<file path="src/shared/usb_host_txn_cfg.svh">
// offsets, field positions, codes and reset values of the host transaction registers
`ifndef USB_HOST_TXN_CFG_SVH
`define USB_HOST_TXN_CFG_SVH

// ==========================================
// register offsets (16-bit register bus)
`define HOST1_TOKEN_SELECT_OFS   16'hC086
`define HOST1_COUNT_DIFF_OFS     16'hC088
`define HOST2_TOKEN_SELECT_OFS   16'hC0A6
`define HOST2_COUNT_DIFF_OFS     16'hC0A8

// ==========================================
// field positions
`define TOKEN_CODE_MSB           7
`define TOKEN_CODE_LSB           4
`define TOKEN_EP_MSB             3
`define TOKEN_EP_LSB             0
`define TARGET_ADDR_MSB          6
`define TARGET_ADDR_LSB          0
`define STAT_ACK_BIT             0
`define STAT_ERROR_BIT           1
`define STAT_TIMEOUT_BIT         2
`define STAT_SEQ_BIT             3
`define STAT_LENEXC_BIT          5
`define STAT_NAK_BIT             6
`define STAT_STALL_BIT           7
`define STAT_UNDERFLOW_BIT       10
`define STAT_OVERFLOW_BIT        11
`define DIFF_OVF_MSB             15
`define DIFF_OVF_LSB             10
`define DIFF_OVF_FILL            6'h3F

// ==========================================
// token codes
`define TOK_SETUP                4'hD
`define TOK_IN                   4'h9
`define TOK_OUT                  4'h1
`define TOK_SOF                  4'h5
`define TOK_PREAMBLE             4'hC
`define TOK_NAK                  4'hA
`define TOK_STALL                4'hE
`define TOK_DATA0                4'h3
`define TOK_DATA1                4'hB

// ==========================================
// reset values
`define TOKEN_SELECT_RST         8'h00
`define TARGET_ADDR_RST          7'h00
`define COUNT_DIFF_RST           16'h0000
`define READ_IDLE_VALUE          16'h0000

`endif

</file>
<file path="src/shared/usb_host_txn_pkg.sv">
// types shared by the host transaction register logic
`include "usb_host_txn_cfg.svh"

package usb_host_txn_pkg;

  // ==========================================
  // token codes
  typedef enum logic [3:0] {
    TOKEN_SETUP    = `TOK_SETUP,
    TOKEN_IN       = `TOK_IN,
    TOKEN_OUT      = `TOK_OUT,
    TOKEN_SOF      = `TOK_SOF,
    TOKEN_PREAMBLE = `TOK_PREAMBLE,
    TOKEN_NAK      = `TOK_NAK,
    TOKEN_STALL    = `TOK_STALL,
    TOKEN_DATA0    = `TOK_DATA0,
    TOKEN_DATA1    = `TOK_DATA1
  } token_code_t;

  // ==========================================
  // carriers
  typedef struct packed {
    logic [3:0] code;
    logic [3:0] endpoint;
  } token_sel_t;

  typedef struct packed {
    logic        done;
    logic        iso;
    logic        ackSeen;
    logic        isoOk;
    logic        errorSeen;
    logic        timeout;
    logic        nakSeen;
    logic        stallSeen;
    logic        seqData1;
    logic        dataRx;
    logic [15:0] rxLength;
  } txn_result_t;

  typedef struct packed {
    logic overflow;
    logic underflow;
    logic stall;
    logic nak;
    logic lenExc;
    logic seq;
    logic timeout;
    logic error;
    logic ack;
  } ep_status_t;

  typedef struct packed {
    token_sel_t token;
    logic [6:0] targetAddr;
    logic       tokenLoad;
    logic       tokenLegal;
    logic       preamble;
    logic       handshake;
  } port_cmd_t;

endpackage

</file>
<file path="src/rtl/usb_host_transaction_regs.sv">
// host transaction set-up and result registers for the serial link engines
`include "usb_host_txn_cfg.svh"

module usb_host_transaction_regs #(
  parameter int NUM_PORTS = 2
) (
  // clock and reset
  input  wire logic                          clk,
  input  wire logic                          rst_n,
  // register bus
  input  wire logic [15:0]                   regAddr,
  input  wire logic                          regWrEn,
  input  wire logic [15:0]                   regWrData,
  input  wire logic                          regRdEn,
  output logic [15:0]                        regRdData,
  output logic                               regRdValid,
  // serial link engine, per port
  input  wire usb_host_txn_pkg::txn_result_t portResult [NUM_PORTS],
  input  wire logic [9:0]                    hostCount  [NUM_PORTS],
  output usb_host_txn_pkg::port_cmd_t        portCmd    [NUM_PORTS]
);

  // ==========================================
  // address decode
  function automatic logic [15:0] token_offset(input int port);
    return (port == 0) ? `HOST1_TOKEN_SELECT_OFS : `HOST2_TOKEN_SELECT_OFS;
  endfunction

  function automatic logic [15:0] diff_offset(input int port);
    return (port == 0) ? `HOST1_COUNT_DIFF_OFS : `HOST2_COUNT_DIFF_OFS;
  endfunction

  function automatic logic hits(input logic [15:0] addr, input logic [15:0] ofs);
    return addr == ofs;
  endfunction

  // ==========================================
  // token classification
  function automatic logic is_legal_token(input logic [3:0] code);
    logic legal;
    legal = 1'b0;
    unique case (code)
      `TOK_SETUP, `TOK_IN, `TOK_OUT, `TOK_SOF, `TOK_PREAMBLE: legal = 1'b1;
      `TOK_NAK, `TOK_STALL, `TOK_DATA0, `TOK_DATA1:           legal = 1'b1;
      default:                                                legal = 1'b0;
    endcase
    return legal;
  endfunction

  function automatic logic is_handshake(input logic [3:0] code);
    return (code == `TOK_NAK) || (code == `TOK_STALL);
  endfunction

  // ==========================================
  // per-port registers
  usb_host_txn_pkg::ep_status_t portStatus [NUM_PORTS];
  logic [15:0]                  portDiff   [NUM_PORTS];
  logic [NUM_PORTS-1:0]         tokenHit;
  logic [NUM_PORTS-1:0]         diffHit;

  for (genvar p = 0; p < NUM_PORTS; p++) begin : gPort
    usb_host_txn_pkg::token_sel_t tokenFf;
    usb_host_txn_pkg::token_sel_t nxtTokenFf;
    logic [6:0]                   addrFf;
    logic [6:0]                   nxtAddrFf;
    logic                         loadFf;
    logic                         nxtLoadFf;
    logic                         legalFf;
    logic                         nxtLegalFf;

    assign tokenHit[p] = hits(regAddr, token_offset(p));
    assign diffHit[p]  = hits(regAddr, diff_offset(p));

    always_comb begin
      nxtTokenFf = tokenFf;
      nxtAddrFf  = addrFf;
      nxtLegalFf = legalFf;
      nxtLoadFf  = 1'b0;
      // reserved bits of both write words are dropped
      if (regWrEn && tokenHit[p]) begin
        nxtTokenFf.code     = regWrData[`TOKEN_CODE_MSB:`TOKEN_CODE_LSB];
        nxtTokenFf.endpoint = regWrData[`TOKEN_EP_MSB:`TOKEN_EP_LSB];
        nxtLegalFf          = is_legal_token(regWrData[`TOKEN_CODE_MSB:`TOKEN_CODE_LSB]);
        nxtLoadFf           = 1'b1;
      end
      if (regWrEn && diffHit[p]) begin
        nxtAddrFf = regWrData[`TARGET_ADDR_MSB:`TARGET_ADDR_LSB];
      end
    end

    always_ff @(posedge clk) begin
      if (!rst_n) begin
        tokenFf <= `TOKEN_SELECT_RST;
        addrFf  <= `TARGET_ADDR_RST;
        loadFf  <= 1'b0;
        legalFf <= 1'b0;
      end else begin
        tokenFf <= nxtTokenFf;
        addrFf  <= nxtAddrFf;
        loadFf  <= nxtLoadFf;
        legalFf <= nxtLegalFf;
      end
    end

    // engine sees registered set-up values only
    always_comb begin
      portCmd[p].token      = tokenFf;
      portCmd[p].targetAddr = addrFf;
      portCmd[p].tokenLoad  = loadFf;
      portCmd[p].tokenLegal = legalFf;
      portCmd[p].preamble   = tokenFf.code == `TOK_PREAMBLE;
      portCmd[p].handshake  = is_handshake(tokenFf.code);
    end

    txn_result_capture uCapture (
      .clk       (clk),
      .rst_n     (rst_n),
      .result    (portResult[p]),
      .hostCount (hostCount[p]),
      .status    (portStatus[p]),
      .countDiff (portDiff[p])
    );
  end

  // ==========================================
  // status word layout
  function automatic logic [15:0] status_word(input usb_host_txn_pkg::ep_status_t st);
    logic [15:0] w;
    w                      = `READ_IDLE_VALUE;
    w[`STAT_ACK_BIT]       = st.ack;
    w[`STAT_ERROR_BIT]     = st.error;
    w[`STAT_TIMEOUT_BIT]   = st.timeout;
    w[`STAT_SEQ_BIT]       = st.seq;
    w[`STAT_LENEXC_BIT]    = st.lenExc;
    w[`STAT_NAK_BIT]       = st.nak;
    w[`STAT_STALL_BIT]     = st.stall;
    w[`STAT_UNDERFLOW_BIT] = st.underflow;
    w[`STAT_OVERFLOW_BIT]  = st.overflow;
    return w;
  endfunction

  // ==========================================
  // read path
  logic [15:0] rdDataFf;
  logic [15:0] nxtRdDataFf;
  logic        rdValidFf;
  logic        nxtRdValidFf;

  always_comb begin
    nxtRdDataFf  = `READ_IDLE_VALUE;
    nxtRdValidFf = regRdEn;
    if (regRdEn) begin
      for (int p = 0; p < NUM_PORTS; p++) begin
        if (tokenHit[p]) begin
          nxtRdDataFf = status_word(portStatus[p]);
        end
        if (diffHit[p]) begin
          nxtRdDataFf = portDiff[p];
        end
      end
    end
  end

  always_ff @(posedge clk) begin
    if (!rst_n) begin
      rdDataFf  <= `READ_IDLE_VALUE;
      rdValidFf <= 1'b0;
    end else begin
      rdDataFf  <= nxtRdDataFf;
      rdValidFf <= nxtRdValidFf;
    end
  end

  assign regRdData  = rdDataFf;
  assign regRdValid = rdValidFf;

endmodule

</file>
<file path="src/rtl/txn_result_capture.sv">
// per-port capture of transaction status and count difference
`include "usb_host_txn_cfg.svh"

module txn_result_capture (
  // clock and reset
  input  wire logic                          clk,
  input  wire logic                          rst_n,
  // engine result
  input  wire usb_host_txn_pkg::txn_result_t result,
  input  wire logic [9:0]                    hostCount,
  // captured state
  output usb_host_txn_pkg::ep_status_t       status,
  output logic [15:0]                        countDiff
);

  // ==========================================
  // difference arithmetic
  function automatic logic [15:0] count_difference(input logic [9:0] cnt, input logic [15:0] rxLen);
    logic [15:0] diff;
    diff = {6'h00, cnt} - rxLen;
    if (rxLen > {6'h00, cnt}) begin
      diff[`DIFF_OVF_MSB:`DIFF_OVF_LSB] = `DIFF_OVF_FILL;
    end
    return diff;
  endfunction

  // ==========================================
  // capture on completion
  usb_host_txn_pkg::ep_status_t statusFf;
  usb_host_txn_pkg::ep_status_t nxtStatusFf;
  logic [15:0]                  diffFf;
  logic [15:0]                  nxtDiffFf;
  logic                         over;
  logic                         under;

  always_comb begin
    nxtStatusFf = statusFf;
    nxtDiffFf   = diffFf;
    over        = result.dataRx && (result.rxLength > {6'h00, hostCount});
    under       = result.dataRx && (result.rxLength < {6'h00, hostCount});
    if (result.done) begin
      // both updated in the same cycle, held until the next completion
      nxtStatusFf.ack       = result.iso ? result.isoOk : result.ackSeen;
      nxtStatusFf.error     = result.errorSeen;
      nxtStatusFf.timeout   = result.timeout;
      nxtStatusFf.nak       = result.nakSeen;
      nxtStatusFf.stall     = result.stallSeen;
      nxtStatusFf.seq       = result.errorSeen ? 1'b0 : result.seqData1;
      nxtStatusFf.lenExc    = over || under;
      nxtStatusFf.overflow  = over;
      nxtStatusFf.underflow = under;
      nxtDiffFf             = result.dataRx ? count_difference(hostCount, result.rxLength)
                                            : `COUNT_DIFF_RST;
    end
  end

  always_ff @(posedge clk) begin
    if (!rst_n) begin
      statusFf <= '0;
      diffFf   <= `COUNT_DIFF_RST;
    end else begin
      statusFf <= nxtStatusFf;
      diffFf   <= nxtDiffFf;
    end
  end

  assign status    = statusFf;
  assign countDiff = diffFf;

endmodule

</file>
<file path="config.mk">
export PLATFORM = sky130hd
export DESIGN_NAME = usb_host_transaction_regs
export DESIGN_NICKNAME = d
export VERILOG_FILES = /design/src/shared/usb_host_txn_pkg.sv /design/src/rtl/usb_host_transaction_regs.sv /design/src/rtl/txn_result_capture.sv
export VERILOG_INCLUDE_DIRS = /design/src /design/src/shared
export SDC_FILE = /design/constraint.sdc
export NUM_CORES = 1
export LEC_CHECK = 0
export BUFFER_PORTS_ARGS = -buffer_cell sky130_fd_sc_hd__buf_2
export CORE_UTILIZATION = 25
export CTS_CLUSTER_DIAMETER = 80
export DETAILED_ROUTE_END_ITERATION = 6
export HOLD_SLACK_MARGIN = 0.02
export PLACE_DENSITY = 0.48
export SLEW_MARGIN = 20
export SYNTH_ARGS = -nofsm -noshare
export SYNTH_HDL_FRONTEND = slang
export SYNTH_SLANG_ARGS = --single-unit
export TNS_END_PERCENT = 30
</file>
<file path="constraint.sdc">
create_clock -name clk -period 2.85 [get_ports clk]
set_input_delay 0.57 -clock clk [delete_from_list [all_inputs] [get_ports clk]]
set_output_delay 0.57 -clock clk [all_outputs]
set_load 0.05 [all_outputs]
</file>
Word-level counts from Yosys, hierarchy flattened
Memories as Yosys holds them, arrays and structs flattened. A register that Yosys moved wholly into a read port is not among the register bits.
Index checks and enable logic that the tools add are counted.
{"block": "op_classes", "add_sub_neg": 2, "n_mux": 14, "n_lt_le_gt_ge": 4, "eq_ne": 10, "reduce_logical": 15}
{"op": "$mux 16", "count": 5}
{"op": "$eq 16x16->1 const B", "count": 4}
{"op": "$gt 16x10->1", "count": 2}
{"op": "$lt 16x10->1", "count": 2}
{"op": "$sub 10x16->16", "count": 2}
{"op": "$eq 4x4->1 const B", "count": 6}
{"op": "$mux 12", "count": 1}
{"op": "$mux 6", "count": 2}
{"op": "$logic_and 1x1->1", "count": 8}
{"op": "$mux 1", "count": 6}
{"op": "$logic_or 1x1->1", "count": 4}
{"op": "$logic_not 1->1", "count": 2}
{"op": "$reduce_and 2->1", "count": 1}
{"block": "word_totals", "input_bits": 108, "regBits": 99, "mem_count": 2, "romBits": 32, "output_inout_bits": 55}
{"memory": "(no name shown)", "words": 16, "width": 1, "rd": 1, "rd_ports_with_merged_regs": 1, "wr": 0, "line_no": "usb_host_transaction_regs.sv:42", "rtl": "unique case (code)"}
{"memory": "(no name shown)", "words": 16, "width": 1, "rd": 1, "rd_ports_with_merged_regs": 1, "wr": 0, "line_no": "usb_host_transaction_regs.sv:42"}

Longest topological paths before layout
{"block": "logic_depth", "depth_word": 5, "depth_mapped": 9}

Modules after synthesis
Synthesis repeated with hierarchy kept, for this count alone.
{"block": "hier_totals", "hier_cells": 580, "area_unflattened_um2": 5231.3}
{"mod": "txn_result_capture", "n_inst": 2, "cells_each": 179, "area_per_inst_um2": 1481.4}
{"mod": "usb_host_transaction_regs", "n_inst": 1, "cells_each": 222, "area_per_inst_um2": 2268.4}

Worst setup path before layout
Ideal clock, no wire load.
{"block": "synth_timing", "path_type": "register to output", "startpoint": "register gPort[1].tokenFf (netlist bit portCmd[17])", "endpoint": "output port portCmd[1] (netlist bit)", "stages_incl_launch_ff": 2, "required_time_ns": 2.280, "arrival_ns": 2.241, "n_path_buf": 0, "slack_ns": 0.039, "path_cell_list": "dfxtp_1 > nor4bb_1"}
{"item": "from (decl)", "line_no": "usb_host_transaction_regs.sv:62", "rtl": "usb_host_txn_pkg::token_sel_t tokenFf;"}
{"item": "from (signal assigned)", "line_no": "usb_host_transaction_regs.sv:93", "rtl": "tokenFf <= `TOKEN_SELECT_RST;"}
{"item": "from (signal assigned)", "line_no": "usb_host_transaction_regs.sv:98", "rtl": "tokenFf <= nxtTokenFf;"}
{"item": "to (decl)", "line_no": "usb_host_transaction_regs.sv:20", "rtl": "output usb_host_txn_pkg::port_cmd_t portCmd [NUM_PORTS]"}

Worst setup path after layout
{"block": "layout_timing", "startpoint": "input port portResult[2] (netlist bit)", "endpoint": "register gPort[1].uCapture.statusFf (netlist bit gPort[1].uCapture.status[8])"}
{"block": "layout_between", "elab_chain_cells": 2}
{"item": "from (decl)", "line_no": "usb_host_transaction_regs.sv:18", "rtl": "input wire usb_host_txn_pkg::txn_result_t portResult [NUM_PORTS],"}
{"item": "$gt 16x10->1", "line_no": "txn_result_capture.sv:39", "rtl": "over = result.dataRx && (result.rxLength > {6'h00, hostCount});"}
{"item": "$logic_and 1x1->1", "line_no": "txn_result_capture.sv:39"}
{"item": "to (signal assigned)", "line_no": "txn_result_capture.sv:62", "rtl": "statusFf <= nxtStatusFf;"}
{"item": "to (decl)", "line_no": "txn_result_capture.sv:29", "rtl": "usb_host_txn_pkg::ep_status_t statusFf;"}
No other way between the ends.
A chain may end at the register's enable or synchronous reset.

==> summary.md <==
| Metric | Value |
|---|---|
| Layout cell share with drive strength beyond 1 | 27.4% |
| I/O Pins | 163 |
| Fillers | 2038 |
| Inst Count DP | 959 |
| RSZ-0062 raised after global routing | false |
| Vias | 4320 |
| Starting Density | 25.7% |
| Worst hold path type | flip-flop to flip-flop |
| Maximum fanout along the worst path | 4 |
| Main synth FF type | dfxtp_1 |
| Reg2reg path depth | 3 |
| TritonCTS buffer count | 9 |
| Vias per std cell | 4.43 |
| Adder-cell share of the synthesized area | 5.99% |
| Largest net degree at the start of global routing | 37 |
| Cell Pwr Density | 501 nW/um^2 |
| CTS sink cnt | 101 |
| Initial drt markers | 177 |
| Synth warnings | 0 |
| Period minus WS final | 2.24 ns |
| Critical path type | input port to flip-flop |
| CP Cell Sequence | buf_2 -> inv_1 -> ha_1 -> nor2b_1 -> o31a_1 -> or3_1 -> a31oi_1 -> nand3_1 -> a21oi_1 |
| Routed Antenna Nets | 0 |
| Critical R2R Capture | regRdData[11] |
| Drt drc | 0 |
| Max Freq | 446 MHz |
| Worst Setup EP | gPort[1].uCapture.status[8] |
| Detailed placement HPWL | 10800 microns |
| FF-to-FF setup slack | 1.79 ns |
| Hold wc startpoint | gPort[1].uCapture.countDiff[11] |
| # hold bufs at CTS | 0 |
| Register Area | 2020 sq um |
| Worst Tran Pin Value | 0.645 ns |
| Die X | 141 microns |
| Place WS | 0.256 ns |
| Hold WS | 0.440 ns |
| Area grow syn2layout | 27.3% |
| Post-CTS sizing | 0 |
| First-pass GRT wire length | 22100 microns |
| Final Hold Viols | 0 |
| Avg WL per Cell | 14.2 microns |
| CP arrival | 2.52 ns |
| Max-Cap Viols | 0 |
| Post-route setup slack | 0.608 ns |
| Final instance area | 6170 sq um |
| FP Rows | 50 |
| Fraction of registers with async set/reset | 0% |
| Most frequent cells in the layout | 154 x buf_2, 101 x dfxtp_1, 65 x nand2_1, 58 x nor2_1, 37 x a21oi_1 |
| CP Capture Type | flip-flop |
| Final Cycle Share | 78.7% |
| Post-Layout Cell Count | 975 |
| Clock tree buffer depth | 2 |
| Outcome | finished clean |
| Top cells by area, synth | dfxtp_1 42%, mux2i_1 5.8%, ha_1 5.2% |
| Vias in the first global route | 4214 |
| Setup TNS | 0 ns |
| Skew-Pair Late Insertion Delay | 0.35 ns |
| Die Ht | 141 microns |
| Post-CTS Setup Repair Bufs | 0 |
| Fin nets | 840 |
| Multiplexer area fraction after synthesis | 7.18% |
| Compound-cell area share of the yosys netlist | 16.3% |
| Final Skew | 0.00498 ns |
| Critical Path Source Type | input port |
| IO buf count | 154 |
| Die ar. | 19900 sq um |
| Slowest stage cell, crit path | or3_1 |
| Mean area per synthesized cell | 8.62 sq um |
| Total Routing Usage GR | 14.2% |
| Initial antenna violation count | 0 |
| Leak | 0.00280 uW |
| IR drop worst, VDD | 0.218 mV |
| Number of synthesized register bits | 101 |
| GRT overflow | 0 |
| Antenna Cells | 0 |
| CTS tree | yes |
| Req. time, crit path | 3.13 ns |
| TritonRoute pass-1 iters | 4 |
| Post-synth EDFFs | 0 |
| Commonest non-fill, non-tap cell in the layout | buf_2 |
| Post-synthesis sequential area ratio | 41.7% |
| Placed cell areas | 5880 sq um |
| Worst R2R Start | gPort[0].uCapture.countDiff[11] |
| H-Tree Depth | 3 |
| Simple-gate share of the synthesized area | 22.0% |
| XOR/XNOR Fraction of Synth Area | 1.45% |
| Synth top area share | 41.7% |
| Synth unique cells | 62 |
| Largest family of logic cells by synthesized area | simple AND/OR/NAND/NOR gates |
| CP max stage delay | 0.35 ns |
| Root Buffer | clkbuf_16 |
| Max-slew violation count | 0 |
| Largest area contributor in the netlist | dfxtp_1 |
| Final WL | 13900 microns |
| Worst-path clk slew | 0.07 ns |
| Relative slew margins | 55.9% |
| Syn nets | 692 |
| Critical Path Start | portResult[2] |
| Final setup violation count | 0 |
| Synthesized area | 4850 sq um |
| Placer Congestion | 0.780 |
| Cells after Synth | 562 |
| Core ar. | 18800 sq um |
| Area of the multi-input gates | 2560 sq um |
## stage by stage
| step | util, % | total power, uW |
|---|---|---|
| 2_1_floorplan | - | 1770 |
| 3_3_place_gp | 31.2 | 1940 |
| 3_5_place_dp | 31.2 | 1940 |
| 4_1_cts | 32.8 | 3140 |
| 5_1_grt | 32.8 | 3260 |
| 6_report | 32.8 | 3090 |
## routing by layer
layer | GRT usage [%] | part of all wire (%) | vias to the layer above
met5 | 0 | 0 | -
met4 | 3.60 | 0.75 | 0
met3 | 2.55 | 4.1 | 7
met2 | 23.0 | 47 | 87
met1 | 19.3 | 48 | 1961
li1 | - | - | 2265
## sequential cells by signal, summed over array words and instances, names as in the netlist
register                  cells
gPort.uCapture.countDiff     32
gPort.legalFf                 2
gPort.loadFf                  2
regRdData                    16
portCmd                      16
gPort.uCapture.status        18
gPort.addrFf                 14
regRdValid                    1
## cell type report
| class | instances | area share, % |
|---|---|---|
| multi-input cells | 400 | 41.6 |
| flip-flops and latches | 101 | 32.8 |
| well taps | 260 | 5.27 |
| clock buffers | 11 | 3.93 |
| clock inverters | 5 | 0.690 |
| repair buffers | 164 | 13.7 |
| inverters | 34 | 2.07 |
## logic make-up (layout without fill, tap and decap cells)
kind of cell / count (synthesis) / after routing
AND/OR/NAND/NOR: 212 / 212
AO/OA/AOI/OAI: 124 / 124
flip-flops: 101 / 101
buffers and inverters: 61 / 214
multiplexers: 34 / 34
adder cells (fa/ha/maj): 22 / 22
XOR/XNOR: 8 / 8
## power by group
group	switching (uW)	total [uW]	internal [uW]
logic	238	427	189
registers	23.2	1480	1450
clock network	561	1190	626
## worst min-delay path by stage
stage	to	slack, ns	cells past startpoint
after global placement	gPort[1].uCapture.countDiff[11]	0.43	2
final	gPort[1].uCapture.countDiff[11]	0.44	2
after detailed placement	gPort[1].uCapture.countDiff[11]	0.43	2
after CTS	gPort[1].uCapture.countDiff[11]	0.44	2
after global routing	gPort[1].uCapture.countDiff[11]	0.46	2
after floorplan	gPort[1].uCapture.countDiff[11]	0.42	2
## cells in the mapped netlist, types with 4 or more instances
library cell / instances
a211oi_1: 5
a21o_1: 6
a21oi_1: 37
a222oi_1: 8
and2_1: 6
buf_4: 6
clkbuf_1: 15
dfxtp_1: 101
ha_1: 20
inv_1: 32
mux2_2: 6
mux2i_1: 28
nand2_1: 65
nand2b_1: 8
nand3_1: 31
nand4_1: 4
nor2_1: 58
nor2b_1: 5
nor3_1: 7
o21a_1: 6
o21ai_0: 20
o21ai_1: 11
o31ai_1: 4
or3_1: 4
xnor2_1: 5
## worst max-delay path: cells and delay by family
| family | cells | cell delay [ns] |
|---|---|---|
| AND/OR/NAND/NOR | 3 | 0.74 |
| adder cells (fa/ha/maj) | 1 | 0.33 |
| AO/OA/AOI/OAI | 3 | 0.77 |
| buffers and inverters | 2 | 0.11 |
(Power assumes the default switching activity.)
